$ cat src/design/adc_defs.vh
// Purpose: constants of the result slot and event flag block
// Assumes: included by bare name
// Notes:   addresses are register indices on the serial register port
`ifndef ADC_DEFS_VH
`define ADC_DEFS_VH

// ==========================================================================
// register addresses
`define ADC_ADDR_SLOT0      8'h30
`define ADC_ADDR_SLOT5      8'h35
`define ADC_ADDR_SLOT6      8'h36
`define ADC_ADDR_SLOT7      8'h37
`define ADC_ADDR_FLAGS      8'h38
`define ADC_ADDR_MASK       8'h39

// ==========================================================================
// event flag field positions
`define ADC_OVER_HI         23
`define ADC_OVER_LO         16
`define ADC_UNDER_HI        15
`define ADC_UNDER_LO        8
`define ADC_GAIN_BIT        7
`define ADC_WAIT_BIT        3
`define ADC_CAL_BIT         2
`define ADC_SEQ_BIT         1
`define ADC_CONV_BIT        0

// ==========================================================================
// reset values and widths
`define ADC_MASK_RESET      24'h000001
`define ADC_ZERO24          24'h000000
`define ADC_ZERO8           8'h00
`define ADC_NSLOTS          8
`define ADC_FIRST_KEPT      5
`define ADC_MODE_CONT       2'h1

`endif

$ cat src/design/adc_result_flags.v
// Purpose: result slots 5..7, event flags, unread tracking, interrupt level
// Assumes: register port is already decoded from the serial interface
// Notes:   one clock, synchronous active-high reset, global clock enable
`timescale 1ns/1ps
`default_nettype none
`include "adc_defs.vh"

// Function
// - store result only into selected slot
// - over flag on upper limit or overrange
// - under flag on lower limit or underrange
// - range flags sticky, cleared by flags read
// - gain overrange flag on oversize gain coefficient
// - gain flag clears on read or valid calibration
// - eight unread bits, set write, clear read
// - unread indication is OR, not cleared by flags read
// - continuous results set unread bit again
// - start operand selects slot and mode
// - wait flag set done, clear read/start
// - calibration flag set ready, clear read/start
// - sequence flag set pass, clear read/start/wrap
// - conversion flag set result, clear read/start/next
// - flags register reports state and interrupt causes
// - interrupt on enabled flag, mask resets 0x000001
module adc_result_flags (
    // clock, reset, enable
    input  wire        i_clock,
    input  wire        i_rst,
    input  wire        i_enable,
    // register port
    input  wire [7:0]  i_reg_addr,
    input  wire        i_reg_wr,
    input  wire        i_reg_rd,
    input  wire [23:0] i_reg_wdata,
    output reg  [23:0] o_reg_rdata,
    // converter results
    input  wire        i_result_valid,
    input  wire [23:0] i_result,
    input  wire [2:0]  i_result_slot_select,
    input  wire [2:0]  i_sequencer_slot_select,
    input  wire        i_sequencer_active,
    input  wire        i_digital_over,
    input  wire        i_digital_under,
    input  wire        i_result_soon,
    input  wire [71:0] i_upper_limit,
    input  wire [71:0] i_lower_limit,
    // operation events
    input  wire        i_wait_done,
    input  wire        i_cal_done,
    input  wire        i_gain_cal_done,
    input  wire        i_gain_cal_over,
    input  wire        i_sequence_pass,
    input  wire        i_sequence_wrap,
    // start register writes
    input  wire        i_wait_trigger,
    input  wire        i_cal_trigger,
    input  wire        i_sequence_trigger,
    input  wire        i_conversion_trigger,
    input  wire [7:0]  i_conversion_operand,
    // outputs
    output reg  [2:0]  o_conv_slot,
    output reg         o_conv_continuous,
    output wire        o_data_unread,
    output reg         o_interrupt_out_n
);

    // ======================================================================
    // state
    reg  [23:0] slot_r [0:2];
    reg  [7:0]  over_r;
    reg  [7:0]  under_r;
    reg  [7:0]  unread_r;
    reg         gain_r;
    reg         wait_r;
    reg         cal_r;
    reg         seq_r;
    reg         conv_r;
    reg         cont_mode_r;
    reg  [23:0] mask_r;

    wire [2:0]  result_slot_select;
    wire        flags_rd;
    wire [23:0] flags;
    wire [7:0]  stored;
    wire [7:0]  slot_rd;
    wire [7:0]  over_set;
    wire [7:0]  under_set;

    // ======================================================================
    // destination and decode
    assign result_slot_select     = i_sequencer_active ? i_sequencer_slot_select
                                         : i_result_slot_select;
    assign flags_rd = i_reg_rd && (i_reg_addr == `ADC_ADDR_FLAGS);

    genvar k;
    generate
        for (k = 0; k < `ADC_NSLOTS; k = k + 1) begin : g_slot
            wire hit_lim;
            wire low_lim;
            assign stored[k]  = i_result_valid && (result_slot_select == k);
            assign slot_rd[k] = i_reg_rd &&
                                (i_reg_addr == (`ADC_ADDR_SLOT0 + k));
            if (k >= `ADC_FIRST_KEPT) begin : g_kept
                wire [23:0] up;
                wire [23:0] lo;
                assign up = i_upper_limit[(k-`ADC_FIRST_KEPT)*24 +: 24];
                assign lo = i_lower_limit[(k-`ADC_FIRST_KEPT)*24 +: 24];
                assign hit_lim = (i_result > up);
                assign low_lim = (i_result < lo);
                always @(posedge i_clock) begin
                    if (i_enable) begin
                        if (stored[k]) begin
                            slot_r[k-`ADC_FIRST_KEPT] <= i_result;
                        end else if (i_reg_wr &&
                                     i_reg_addr == (`ADC_ADDR_SLOT0 + k)) begin
                            slot_r[k-`ADC_FIRST_KEPT] <= i_reg_wdata;
                        end
                    end
                end
            end else begin : g_ext
                // limits of these slots live outside, only range events count
                assign hit_lim = 1'b0;
                assign low_lim = 1'b0;
            end
            assign over_set[k]  = stored[k] && (hit_lim || i_digital_over);
            assign under_set[k] = stored[k] && (low_lim || i_digital_under);
        end
    endgenerate

    // ======================================================================
    // flags register image, bits 6..4 tied low
    assign flags = {over_r, under_r, gain_r, 3'h0,
                    wait_r, cal_r, seq_r, conv_r};
    assign o_data_unread = |unread_r;

    // ======================================================================
    // sticky flags: set always wins over any clear
    always @(posedge i_clock) begin
        if (i_rst) begin
            over_r      <= `ADC_ZERO8;
            under_r     <= `ADC_ZERO8;
            unread_r    <= `ADC_ZERO8;
            gain_r      <= 1'b0;
            wait_r      <= 1'b0;
            cal_r       <= 1'b0;
            seq_r       <= 1'b0;
            conv_r      <= 1'b0;
        end else if (i_enable) begin
            over_r   <= (over_r  & {8{~flags_rd}}) | over_set;
            under_r  <= (under_r & {8{~flags_rd}}) | under_set;
            unread_r <= (unread_r & ~slot_rd) | stored;
            gain_r   <= (gain_r & ~flags_rd &
                         ~(i_gain_cal_done && !i_gain_cal_over)) |
                        (i_gain_cal_done && i_gain_cal_over);
            wait_r   <= (wait_r & ~flags_rd & ~i_wait_trigger) |
                        i_wait_done;
            cal_r    <= (cal_r & ~flags_rd & ~i_cal_trigger) |
                        i_cal_done;
            seq_r    <= (seq_r & ~flags_rd & ~i_sequence_trigger &
                         ~i_sequence_wrap) | i_sequence_pass;
            conv_r   <= (conv_r & ~flags_rd & ~i_conversion_trigger &
                         ~(cont_mode_r && i_result_soon)) |
                        i_result_valid;
        end
    end

    // ======================================================================
    // start operand decode: slot in bits 6..4, mode in bits 1..0
    always @(posedge i_clock) begin
        if (i_rst) begin
            o_conv_slot       <= 3'h0;
            o_conv_continuous <= 1'b0;
            cont_mode_r       <= 1'b0;
        end else if (i_enable && i_conversion_trigger) begin
            o_conv_slot       <= i_conversion_operand[6:4];
            o_conv_continuous <= (i_conversion_operand[1:0] == `ADC_MODE_CONT);
            cont_mode_r       <= (i_conversion_operand[1:0] == `ADC_MODE_CONT);
        end
    end

    // ======================================================================
    // enable mask, interrupt, read data
    always @(posedge i_clock) begin
        if (i_rst) begin
            mask_r            <= `ADC_MASK_RESET;
            o_interrupt_out_n <= 1'b1;
            o_reg_rdata       <= `ADC_ZERO24;
        end else if (i_enable) begin
            if (i_reg_wr && i_reg_addr == `ADC_ADDR_MASK) begin
                mask_r <= i_reg_wdata;
            end
            o_interrupt_out_n <= ~|(flags & mask_r);
            if (i_reg_rd) begin
                if (i_reg_addr == `ADC_ADDR_SLOT5) begin
                    o_reg_rdata <= slot_r[0];
                end else if (i_reg_addr == `ADC_ADDR_SLOT6) begin
                    o_reg_rdata <= slot_r[1];
                end else if (i_reg_addr == `ADC_ADDR_SLOT7) begin
                    o_reg_rdata <= slot_r[2];
                end else if (i_reg_addr == `ADC_ADDR_FLAGS) begin
                    o_reg_rdata <= flags;
                end else if (i_reg_addr == `ADC_ADDR_MASK) begin
                    o_reg_rdata <= mask_r;
                end else begin
                    o_reg_rdata <= `ADC_ZERO24;
                end
            end
        end
    end

endmodule
`default_nettype wire

$ cat config.mk
export PLATFORM = sky130hd
export DESIGN_NAME = adc_result_flags
export DESIGN_NICKNAME = d
export VERILOG_FILES = /design/src/design/adc_result_flags.v
export VERILOG_INCLUDE_DIRS = /design/src /design/src/design
export SDC_FILE = /design/constraint.sdc
export NUM_CORES = 1
export LEC_CHECK = 0
export ABC_AREA = 1
export BUFFER_PORTS_ARGS = -buffer_cell sky130_fd_sc_hd__buf_4
export CORE_ASPECT_RATIO = 0.75
export CORE_MARGIN = 5
export CORE_UTILIZATION = 53
export CTS_CLUSTER_DIAMETER = 200
export DETAILED_ROUTE_END_ITERATION = 8
export PLACE_DENSITY_LB_ADDON = 0.2
export SYNTH_ARGS = -nofsm -noshare
export SYNTH_HDL_FRONTEND = slang
export SYNTH_SLANG_ARGS = --single-unit
export TNS_END_PERCENT = 5
$ cat constraint.sdc
create_clock -name i_clock -period 4.6 [get_ports i_clock]
set_clock_uncertainty 0.05 [all_clocks]
set_input_delay 0.23 -clock i_clock [delete_from_list [all_inputs] [get_ports i_clock]]
set_output_delay 0.23 -clock i_clock [all_outputs]
set_load 0.02 [all_outputs]
==> run summary, run 1 <==
sequential share of the synthesized area: 35.0%
post-synthesis xor/xnor area fraction: 0%
Gate Count Post-Synth: 1,463
VDD IR max: 193 uV
Synth Area in Compound Gates: 17.9%
largest net degree at the start of global routing: 50
row cnt: 45
crit path capture type: flop
Yosys reg bits: 154
GRT overflow: 0
Synth Area in Simple Gates: 19.3%
post-synth net total: 1,838
Routed wire per std cell: 17.1 um
EDFF count, synth: 72
top_reg_cell synth: dfxtp_1
final worst path period share: 56.4%
PwrDens: 264 nW/um2
Max Clock Freq: 385 MHz
Resize count post-CTS: 0
post-synthesis adder-cell area fraction: 16.2%
Worst setup endpoint: slot_r[1][20]
main combinational cell family by area after synthesis: simple AND/OR/NAND/NOR gates
WHS: 6.16 ps
CP startpoint kind: input pin
Static Leak: 6.94 nW
Num CTS Buffers: 17
clk sinks: 154
status: complete, no violations
post-synthesis mux area share: 0.184%
Worst-path clk slew: 70 ps
worst setup path startpoint: i_reg_addr[7]
full die area: 23,500 um2
first-pass GRT wire length: 52,700 um
n_diodes: 0
worst hold path class: in2reg
die span in y: 134 um
fin nets: 2,082
post-DP HPWL: 25,500 um
Final setup viols: 0
Worst R2R Start: mask_r[14]
TritonCTS clock tree: built
layout cells sized above 1: 19.1%
Hold Fails Final Rpt: 0
vias in the first global route: 10,400
Worst R2R End: o_interrupt_out_n
Post-DRT Antenna Nets: 0
filler instances: 1,712
final instance area: 13,600 um2
Worst EP arrival: 2650 ps
Hold-fix buffers, CTS: 1
vias: 10,700
total iterations of the first detailed-routing run: 5
GPL Wtd Cong: 0.917
synth warn: 0
Reg2Reg Depth: 4
GRT Util Overall: 28.1%
worst relative slew slack: 16.9%
WS Path Type: in2reg
leading cell type in the layout, fill and taps excluded: nand2_1
asr flop ratio synth: 0%
core box area: 20,200 um2
die width: 175 um
Longest Clk Path Bufs: 2
post-route setup TNS: 0 ps
clock root buffer: clkbuf_16
Cell variety after synth: 44
initial antenna violation count: 0
H-tree Lvls: 4
RSZ-0062 raised after global routing: no
Placed Area: 13,000 um2
clock latency on the worst-skew pair: 430 ps
DR vias/cell: 5.41
IO Port Bufs: 260
Syn-to-layout area delta: 25.0%
initial core utilization: 53.7%
synthesized area: 10,900 um2
R2R Setup Slk: 3150 ps
Pins Over Slew Limit: 0
min cycle time layout: 2590 ps
mean post-synth cell area: 7.43 um2
I/O pins: 264
max cap viols: 0
most frequent cells in the layout: nand2_1 (392), buf_4 (270), inv_1 (258)
setup ws final: 2010 ps
Slew @ Worst Pin: 1240 ps
dpl ws: 1620 ps
Post CTS Setup Buffer Count: 0
drt total wl: 33,800 um
Starting DRT DRC Count: 870
# DRC: 0
Required @ worst endpoint: 4650 ps
crit path max fanout: 49
==> stage by stage <==
step                power [W]  cells  utilization (%)
floorplan             0.00187   1463                -
global route          0.00372   1978             67.2
CTS                   0.00357   1978             67.2
global placement      0.00216   1945             64.2
detailed placement    0.00219   1945             64.2
finish                0.00358   1978             67.2
==> cell usage after synthesis, types with 4 or more instances <==
library cell / instances / area (um2)
o21ai_2: 9 / 78.8
nand4_1: 10 / 62.6
a21o_1: 6 / 45.0
o21a_1: 6 / 45.0
o211ai_1: 12 / 90.1
o31ai_1: 4 / 30.0
nor2_1: 60 / 225
inv_1: 258 / 968
o221ai_1: 12 / 105
nand2_1: 392 / 1470
inv_2: 4 / 15.0
nand3_1: 25 / 125
nor3_1: 6 / 30.0
o21bai_1: 8 / 60.1
clkbuf_1: 21 / 78.8
ha_1: 141 / 1760
edfxtp_1: 72 / 2160
a21oi_1: 155 / 776
buf_2: 14 / 70.1
buf_4: 4 / 30.0
buf_6: 6 / 67.6
o21ai_1: 31 / 155
a22o_1: 5 / 43.8
o21ai_0: 87 / 435
dfxtp_1: 82 / 1640
==> cell type report <==
type                            count  area (um2)  area share, %
Multi-Input combinational cell   1001        5840           43.0
Sequential cell                   154        3800           28.0
Timing Repair Buffer              271        2040           15.0
Clock buffer                       18         429           3.16
Tap cell                          258         323           2.38
Clock inverter                     14         164           1.21
Inverter                          262         983           7.24
==> state kept, by name, summed over array words and instances, names as in the netlist <==
| signal | count |
|---|---|
| gain_r | 1 |
| over_r | 8 |
| under_r | 8 |
| mask_r | 24 |
| wait_r | 1 |
| seq_r | 1 |
| unread_r | 8 |
| cal_r | 1 |
| o_conv_slot | 3 |
| cont_mode_r | 1 |
| conv_r | 1 |
| o_interrupt_out_n | 1 |
| slot_r | 72 |
| o_reg_rdata | 24 |
==> cell families after synthesis <==
family | after synthesis
buffers and inverters | 308
AND/OR/NAND/NOR | 513
flip-flops | 154
AO/OA/AOI/OAI | 345
adder cells (fa/ha/maj) | 141
multiplexers | 2
==> critical path, cell delays in order <==
cell	delay [ps]
buf_4	120
nor3_4	310
nand2_4	150
nor2_4	610
nand3_2	120
buf_4	320
nand2_1	370
buf_4	370
==> power by group <==
group	switching [W]	internal, W
Sequential	0.0000164	0.00147
Clock	0.000604	0.000814
Combinational	0.000369	0.000309
==> per-layer routing <==
metal  up-vias  routed length, um  global-route usage, %
met5         -                  0                      0
met4         0                835                   7.76
met3        63               3210                   5.97
met2       513              15700                   46.5
met1      4813              14100                   37.6
li1       5304                  -                      -
==> worst min-delay path by stage <==
stage / from / end / slack, ps / depth (start not counted)
final: i_conversion_operand[4] / o_conv_slot[0] / 6 / 3
after global placement: mask_r[6] / mask_r[6] / 390 / 2
after detailed placement: mask_r[4] / mask_r[4] / 400 / 2
after CTS: i_conversion_operand[4] / o_conv_slot[0] / 5 / 3
after floorplan: i_cal_done / cal_r / 330 / 2
after global routing: i_cal_done / cal_r / 8 / 3
Power figures use the tool's default switching activity.
==> inputs of run 2 (changes only) <==
--- a/config.mk
+++ b/config.mk
@@ -10,7 +10,7 @@
 export BUFFER_PORTS_ARGS = -buffer_cell sky130_fd_sc_hd__buf_4
 export CORE_ASPECT_RATIO = 0.75
 export CORE_MARGIN = 5
-export CORE_UTILIZATION = 53
+export CORE_UTILIZATION = 50
 export CTS_CLUSTER_DIAMETER = 200
 export DETAILED_ROUTE_END_ITERATION = 8
 export PLACE_DENSITY_LB_ADDON = 0.2
==> constraint.sdc (replaced) <==
create_clock -name i_clock -period 2.2 [get_ports i_clock]
set_clock_uncertainty 0.05 [all_clocks]
set_input_delay 0.11 -clock i_clock [delete_from_list [all_inputs] [get_ports i_clock]]
set_output_delay 0.11 -clock i_clock [all_outputs]
set_load 0.02 [all_outputs]
==> run 2 against run 1 <==
Effect of this change: die area grew 5.6%; sequential share of layout area shrank 1.1 points; critical path type unchanged; largest cell class unchanged; register-to-register slack lost 2300 ps; largest power group is now the clock network; setup slack lost 1700 ps; total power grew 120%.
==> run summary, run 2 (synthesis results as in run 1) <==
GRT overflow: 0
hold path start: i_sequence_wrap
CP startpoint kind: input pin
die width: 180 um
status: complete, no violations
clock root buffer: clkbuf_16
switching power total: 0.00214 W
leading cell type in the layout, fill and taps excluded: nand2_1
TritonCTS clock tree: built
GPL Wtd Cong: 0.877
Worst EP arrival: 1940 ps
setup ws final: 334 ps
PwrDens: 547 nW/um2
Pins Over Slew Limit: 0
Routed wire per std cell: 17.1 um
drt total wl: 35,200 um
Post-DRT Antenna Nets: 0
final instance area: 14,100 um2
clock latency on the worst-skew pair: 420 ps
vias: 10,900
layout cells sized above 1: 19.2%
crit path capture type: flop
post-DP HPWL: 26,500 um
post-route setup TNS: 0 ps
Required @ worst endpoint: 2270 ps
Reg2Reg Depth: 4
WHS: 3.11 ps
H-tree Lvls: 4
Placed Area: 13,100 um2
WS Path Type: in2reg
largest net degree at the start of global routing: 49
most flop-heavy register: slot_r
Longest Clk Path Bufs: 2
Starting DRT DRC Count: 1,053
GRT Util Overall: 27.5%
vias in the first global route: 10,700
Syn-to-layout area delta: 30.1%
Static Leak: 7.19 nW
first-pass GRT wire length: 54,000 um
full die area: 24,800 um2
hold path depth: 4
Worst Hold Path EP: seq_r
Worst R2R End: o_interrupt_out_n
clk sinks: 154
worst relative slew slack: 59.6%
Power Internal: 0.00559 W
fin nets: 2,129
worst hold path class: in2reg
I/O pins: 264
n_diodes: 0
number of flip-flops in the largest register: 72
R2R Setup Slk: 810 ps
Num CTS Buffers: 17
initial antenna violation count: 0
Sequential Power Share: 40.1%
power share of the combinational group: 19.2%
Final Util: 66.5%
Max Clock Freq: 536 MHz
Worst R2R Start: mask_r[14]
Hold Fails Final Rpt: 0
IO Port Bufs: 260
die span in y: 138 um
core box area: 21,200 um2
# DRC: 0
most frequent cells in the layout: nand2_1 (392), buf_4 (278), inv_1 (258)
Final setup viols: 0
VDD IR max: 499 uV
initial core utilization: 51.1%
DR vias/cell: 5.32
crit path max fanout: 24
Worst-path clk slew: 70 ps
top flop regs: slot_r x72, mask_r x24, o_reg_rdata x24
Sw Ratio: 27.6%
total iterations of the first detailed-routing run: 6
row cnt: 46
max cap viols: 0
RSZ-0062 raised after global routing: no
final worst path period share: 84.8%
Clk network pwr share: 40.7%
dpl ws: 310 ps
min cycle time layout: 1870 ps
Slew @ Worst Pin: 606 ps
[run 2: cell count changes in the layout (fill, tap and decap cells not counted), moves of 3 or more]
cell,before,now
clkinvlp_4,3,0
dlygate4sd3_1,1,36
buf_4,270,278
buf_12,0,4
[run 2: metrics by stage]
step / instances / power, W
floorplan: 1463 / 0.00390
global placement: 1987 / 0.00453
detailed placement: 1987 / 0.00459
CTS: 2055 / 0.00772
global route: 2055 / 0.00805
finish: 2055 / 0.00773
[run 2: layout make-up]
| class | count | area (um2) |
|---|---|---|
| inverter | 262 | 983 |
| clock buffer | 18 | 429 |
| sequential | 154 | 3800 |
| multi-input combinational | 1001 | 5830 |
| clock inverter | 14 | 199 |
| tap | 288 | 360 |
| fill | 1814 | 7110 |
| timing repair buffer | 318 | 2530 |
[run 2: worst max-delay path, cell delays in order]
cell and delay (ps):
dlygate4sd3_1 530, buf_4 120, inv_1 40, nor2_1 90, inv_1 80, nor2_1 110
inv_1 70, nor2_1 310, inv_1 130, nand2_1 120, buf_12 220
[run 2: worst max-delay path by stage]
| stage | startpoint | end | slack (ps) |
|---|---|---|---|
| 2_1_floorplan | i_reg_addr[5] | slot_r[1][0] | 240 |
| 3_3_place_gp | i_reg_addr[7] | slot_r[1][5] | 380 |
| 3_5_place_dp | i_reg_addr[7] | slot_r[1][13] | 310 |
| 4_1_cts | i_result_valid | slot_r[2][7] | 390 |
| 5_1_grt | i_result_valid | slot_r[2][7] | 240 |
| 6_report | i_result_valid | slot_r[2][21] | 330 |
[run 2: repair_timing]
item | in CTS | in global routing
hold buffers | 36 | 0
endpoints found under the setup margin | 0 | 0
resized for setup | 0 | 0
buffers inserted | 0 | 0
endpoints found under the hold margin | 34 | 0
[run 2: routing by layer]
layer  global-route usage [%]  vias to the layer above  part of all wire [%]
met5                        0                        -                     0
met4                     9.49                        0                   2.8
met3                     5.38                       74                   8.8
met2                     45.7                      498                    46
met1                     36.2                     4975                    42
li1                         -                     5394                     -
[run 2: power groups by stage]
stage               sequential (W)  clock, W  combinational [W]
global placement           0.00316         0            0.00136
detailed placement         0.00316         0            0.00142
finish                     0.00310   0.00315            0.00148
CTS                        0.00310   0.00314            0.00148
global route               0.00311   0.00326            0.00168
floorplan                  0.00318         0           0.000723
==> inputs of run 3 (changes only) <==
--- a/config.mk
+++ b/config.mk
@@ -6,7 +6,7 @@
 export SDC_FILE = /design/constraint.sdc
 export NUM_CORES = 1
 export LEC_CHECK = 0
-export ABC_AREA = 1
+export ABC_AREA = 0
 export BUFFER_PORTS_ARGS = -buffer_cell sky130_fd_sc_hd__buf_4
 export CORE_ASPECT_RATIO = 0.75
 export CORE_MARGIN = 5
==> constraint.sdc (replaced) <==
create_clock -name i_clock -period 1.57 [get_ports i_clock]
set_clock_uncertainty 0.05 [all_clocks]
set_input_delay 0.0785 -clock i_clock [delete_from_list [all_inputs] [get_ports i_clock]]
set_output_delay 0.0785 -clock i_clock [all_outputs]
set_load 0.02 [all_outputs]
==> run 3 against run 2 <==
Effect of this change: the run now ends with setup timing left; register-to-register slack worse by 650 ps; die area is 0.41% lower; worst hold slack better by 12 ps; setup slack worse by 350 ps; first-iteration DRC count is 11% lower; largest cell class unchanged; largest power group is now registers; highest routed layer unchanged.
==> run summary, run 3 <==
status: complete, but fails checks
violated checks: setup timing
Routed wire per std cell: 19.8 um
max cap viols: 0
crit path capture type: flop
Gate Count Post-Synth: 1,155
GRT overflow: 0
initial core utilization: 50.9%
leading cell type in the layout, fill and taps excluded: buf_4
post-synth top area share: 20.0%
top flop regs: slot_r x72, mask_r x24, o_reg_rdata x24
clk sinks: 154
mean post-synth cell area: 9.36 um2
fin nets: 1,940
clock latency on the worst-skew pair: 420 ps
Final setup viols: 2
filler instances: 1,536
PwrDens: 712 nW/um2
Hold Fails Final Rpt: 0
H-tree Lvls: 4
min cycle time layout: 1580 ps
TritonCTS clock tree: built
top_reg_cell synth: dfxtp_1
area leader, netlist: edfxtp_1
I/O pins: 264
synthesized area: 10,800 um2
vias in the first global route: 10,600
Syn-to-layout area delta: 41.4%
vias: 10,700
die span in y: 137 um
row cnt: 46
Yosys reg bits: 154
Worst-path clk slew: 60 ps
n_diodes: 0
layout cells sized above 1: 32.4%
CP startpoint kind: input pin
most flop-heavy register: slot_r
Longest Clk Path Bufs: 2
core box area: 21,200 um2
IO Port Bufs: 260
Pins Over Slew Limit: 0
Slew @ Worst Pin: 609 ps
top-count cell post-synth: inv_1
final instance area: 15,300 um2
synth cell count leaders: inv_1 (144), ha_1 (141), nor2_1 (99), a21oi_1 (84), dfxtp_1 (82)
post-synth net total: 1,530
Worst EP arrival: 1820 ps
Final Util: 72.0%
final worst path period share: 101%
first-pass GRT wire length: 57,100 um
number of flip-flops in the largest register: 72
largest net degree at the start of global routing: 48
full die area: 24,700 um2
die width: 180 um
setup ws final: -11.5 ps
synth warn: 0
GRT Util Overall: 29.3%
Max Clock Freq: 632 MHz
crit path max fanout: 9
Placed Area: 14,100 um2
clock root buffer: clkbuf_16
asr flop ratio synth: 0%
worst relative slew slack: 59.1%
RSZ-0062 raised after global routing: yes
Cell variety after synth: 62
sequential share of the synthesized area: 35.2%
most frequent cells in the layout: buf_4 (373), inv_1 (144), ha_1 (141)
Post-DRT Antenna Nets: 0
GPL Wtd Cong: 0.945
DR vias/cell: 5.71
EDFF count, synth: 72
drt total wl: 37,000 um
post-DP HPWL: 28,100 um
top cells by area, synth: edfxtp_1 (20%), ha_1 (16%), dfxtp_1 (15%)
initial antenna violation count: 0
worst hold path class: in2reg
Required @ worst endpoint: 1810 ps
Num CTS Buffers: 17
WS Path Type: in2reg
Starting DRT DRC Count: 937
post-route setup TNS: -12.2 ps
dpl ws: -445 ps
Static Leak: 7.16 nW
VDD IR max: 693 uV
# DRC: 0
total iterations of the first detailed-routing run: 6
[run 3: report_power, final]
| part | internal, W | leakage [nW] | total, W | switching [W] |
|---|---|---|---|---|
| clock network | 0.00246 | 0.301 | 0.00416 | 0.00170 |
| registers | 0.00430 | 1.32 | 0.00435 | 0.0000559 |
| logic | 0.00123 | 5.54 | 0.00238 | 0.00114 |
| total | 0.00799 | 7.16 | 0.0109 | 0.00290 |
[run 3: what timing repair did]
item / in CTS / in global routing
setup buffers: 1 / 3
setup endpoints to repair: 8 / 87
gates cloned: 1 / 1
hold buffers: 43 / 0
hold endpoints to repair: 113 / 0
pin swaps: 1 / 5
resized for setup: 0 / 8
[run 3: cells by family (layout without fill, tap and decap cells)]
logic type	after synthesis	in the layout	synth area share, %
adders and majority gates	141	141	16.3
muxes	125	125	13.1
AOI/OAI and AO/OA	255	255	15.4
buffers and inverters	190	613	7.16
DFF	154	154	35.2
and+or+nand+nor	290	290	12.9
[run 3: area by class of cell]
type	instances	area, um2	share of cell area (%)
Clock buffer	23	543	3.55
Clock inverter	9	67.6	0.442
Inverter	145	544	3.56
Multi-Input combinational cell	811	6330	41.4
Sequential cell	154	3800	24.9
Tap cell	288	360	2.36
Timing Repair Buffer	436	3650	23.9
[run 3: critical path: stages]
cell and delay [ps]:
buf_4 110, nand4bb_4 230, or3_4 350, buf_4 160
nor3_4 200, buf_4 210, buf_12 160, mux2i_1 230
nor2_1 60
[run 3: worst paths after layout]
| path | from | to | slack, ps | cells after the start |
|---|---|---|---|---|
| max | i_reg_addr[6] | mask_r[14] | -10 | 9 |
| min | i_sequence_trigger | seq_r | 10 | 4 |
| max reg2reg | seq_r | o_interrupt_out_n | 160 | 5 |
| min reg2reg | o_conv_slot[1] | o_conv_slot[1] | 410 | 2 |
[run 3: metrics by stage]
step / cells / total power (W) / hold WS, ps
floorplan: 1155 / 0.00547 / 146
finish: 1866 / 0.0109 / 14.9
CTS: 1862 / 0.0109 / 1.83
global route: 1866 / 0.0113 / 17.2
detailed placement: 1785 / 0.00668 / 288
global placement: 1785 / 0.00661 / 270
[run 3: per-layer routing]
layer	wire length [um]	GRT usage (%)	share of wire (%)
met5	0	0	0
met4	1080	9.77	2.9
met3	3490	7.13	9.4
met2	16800	47.7	45
met1	15600	38.6	42
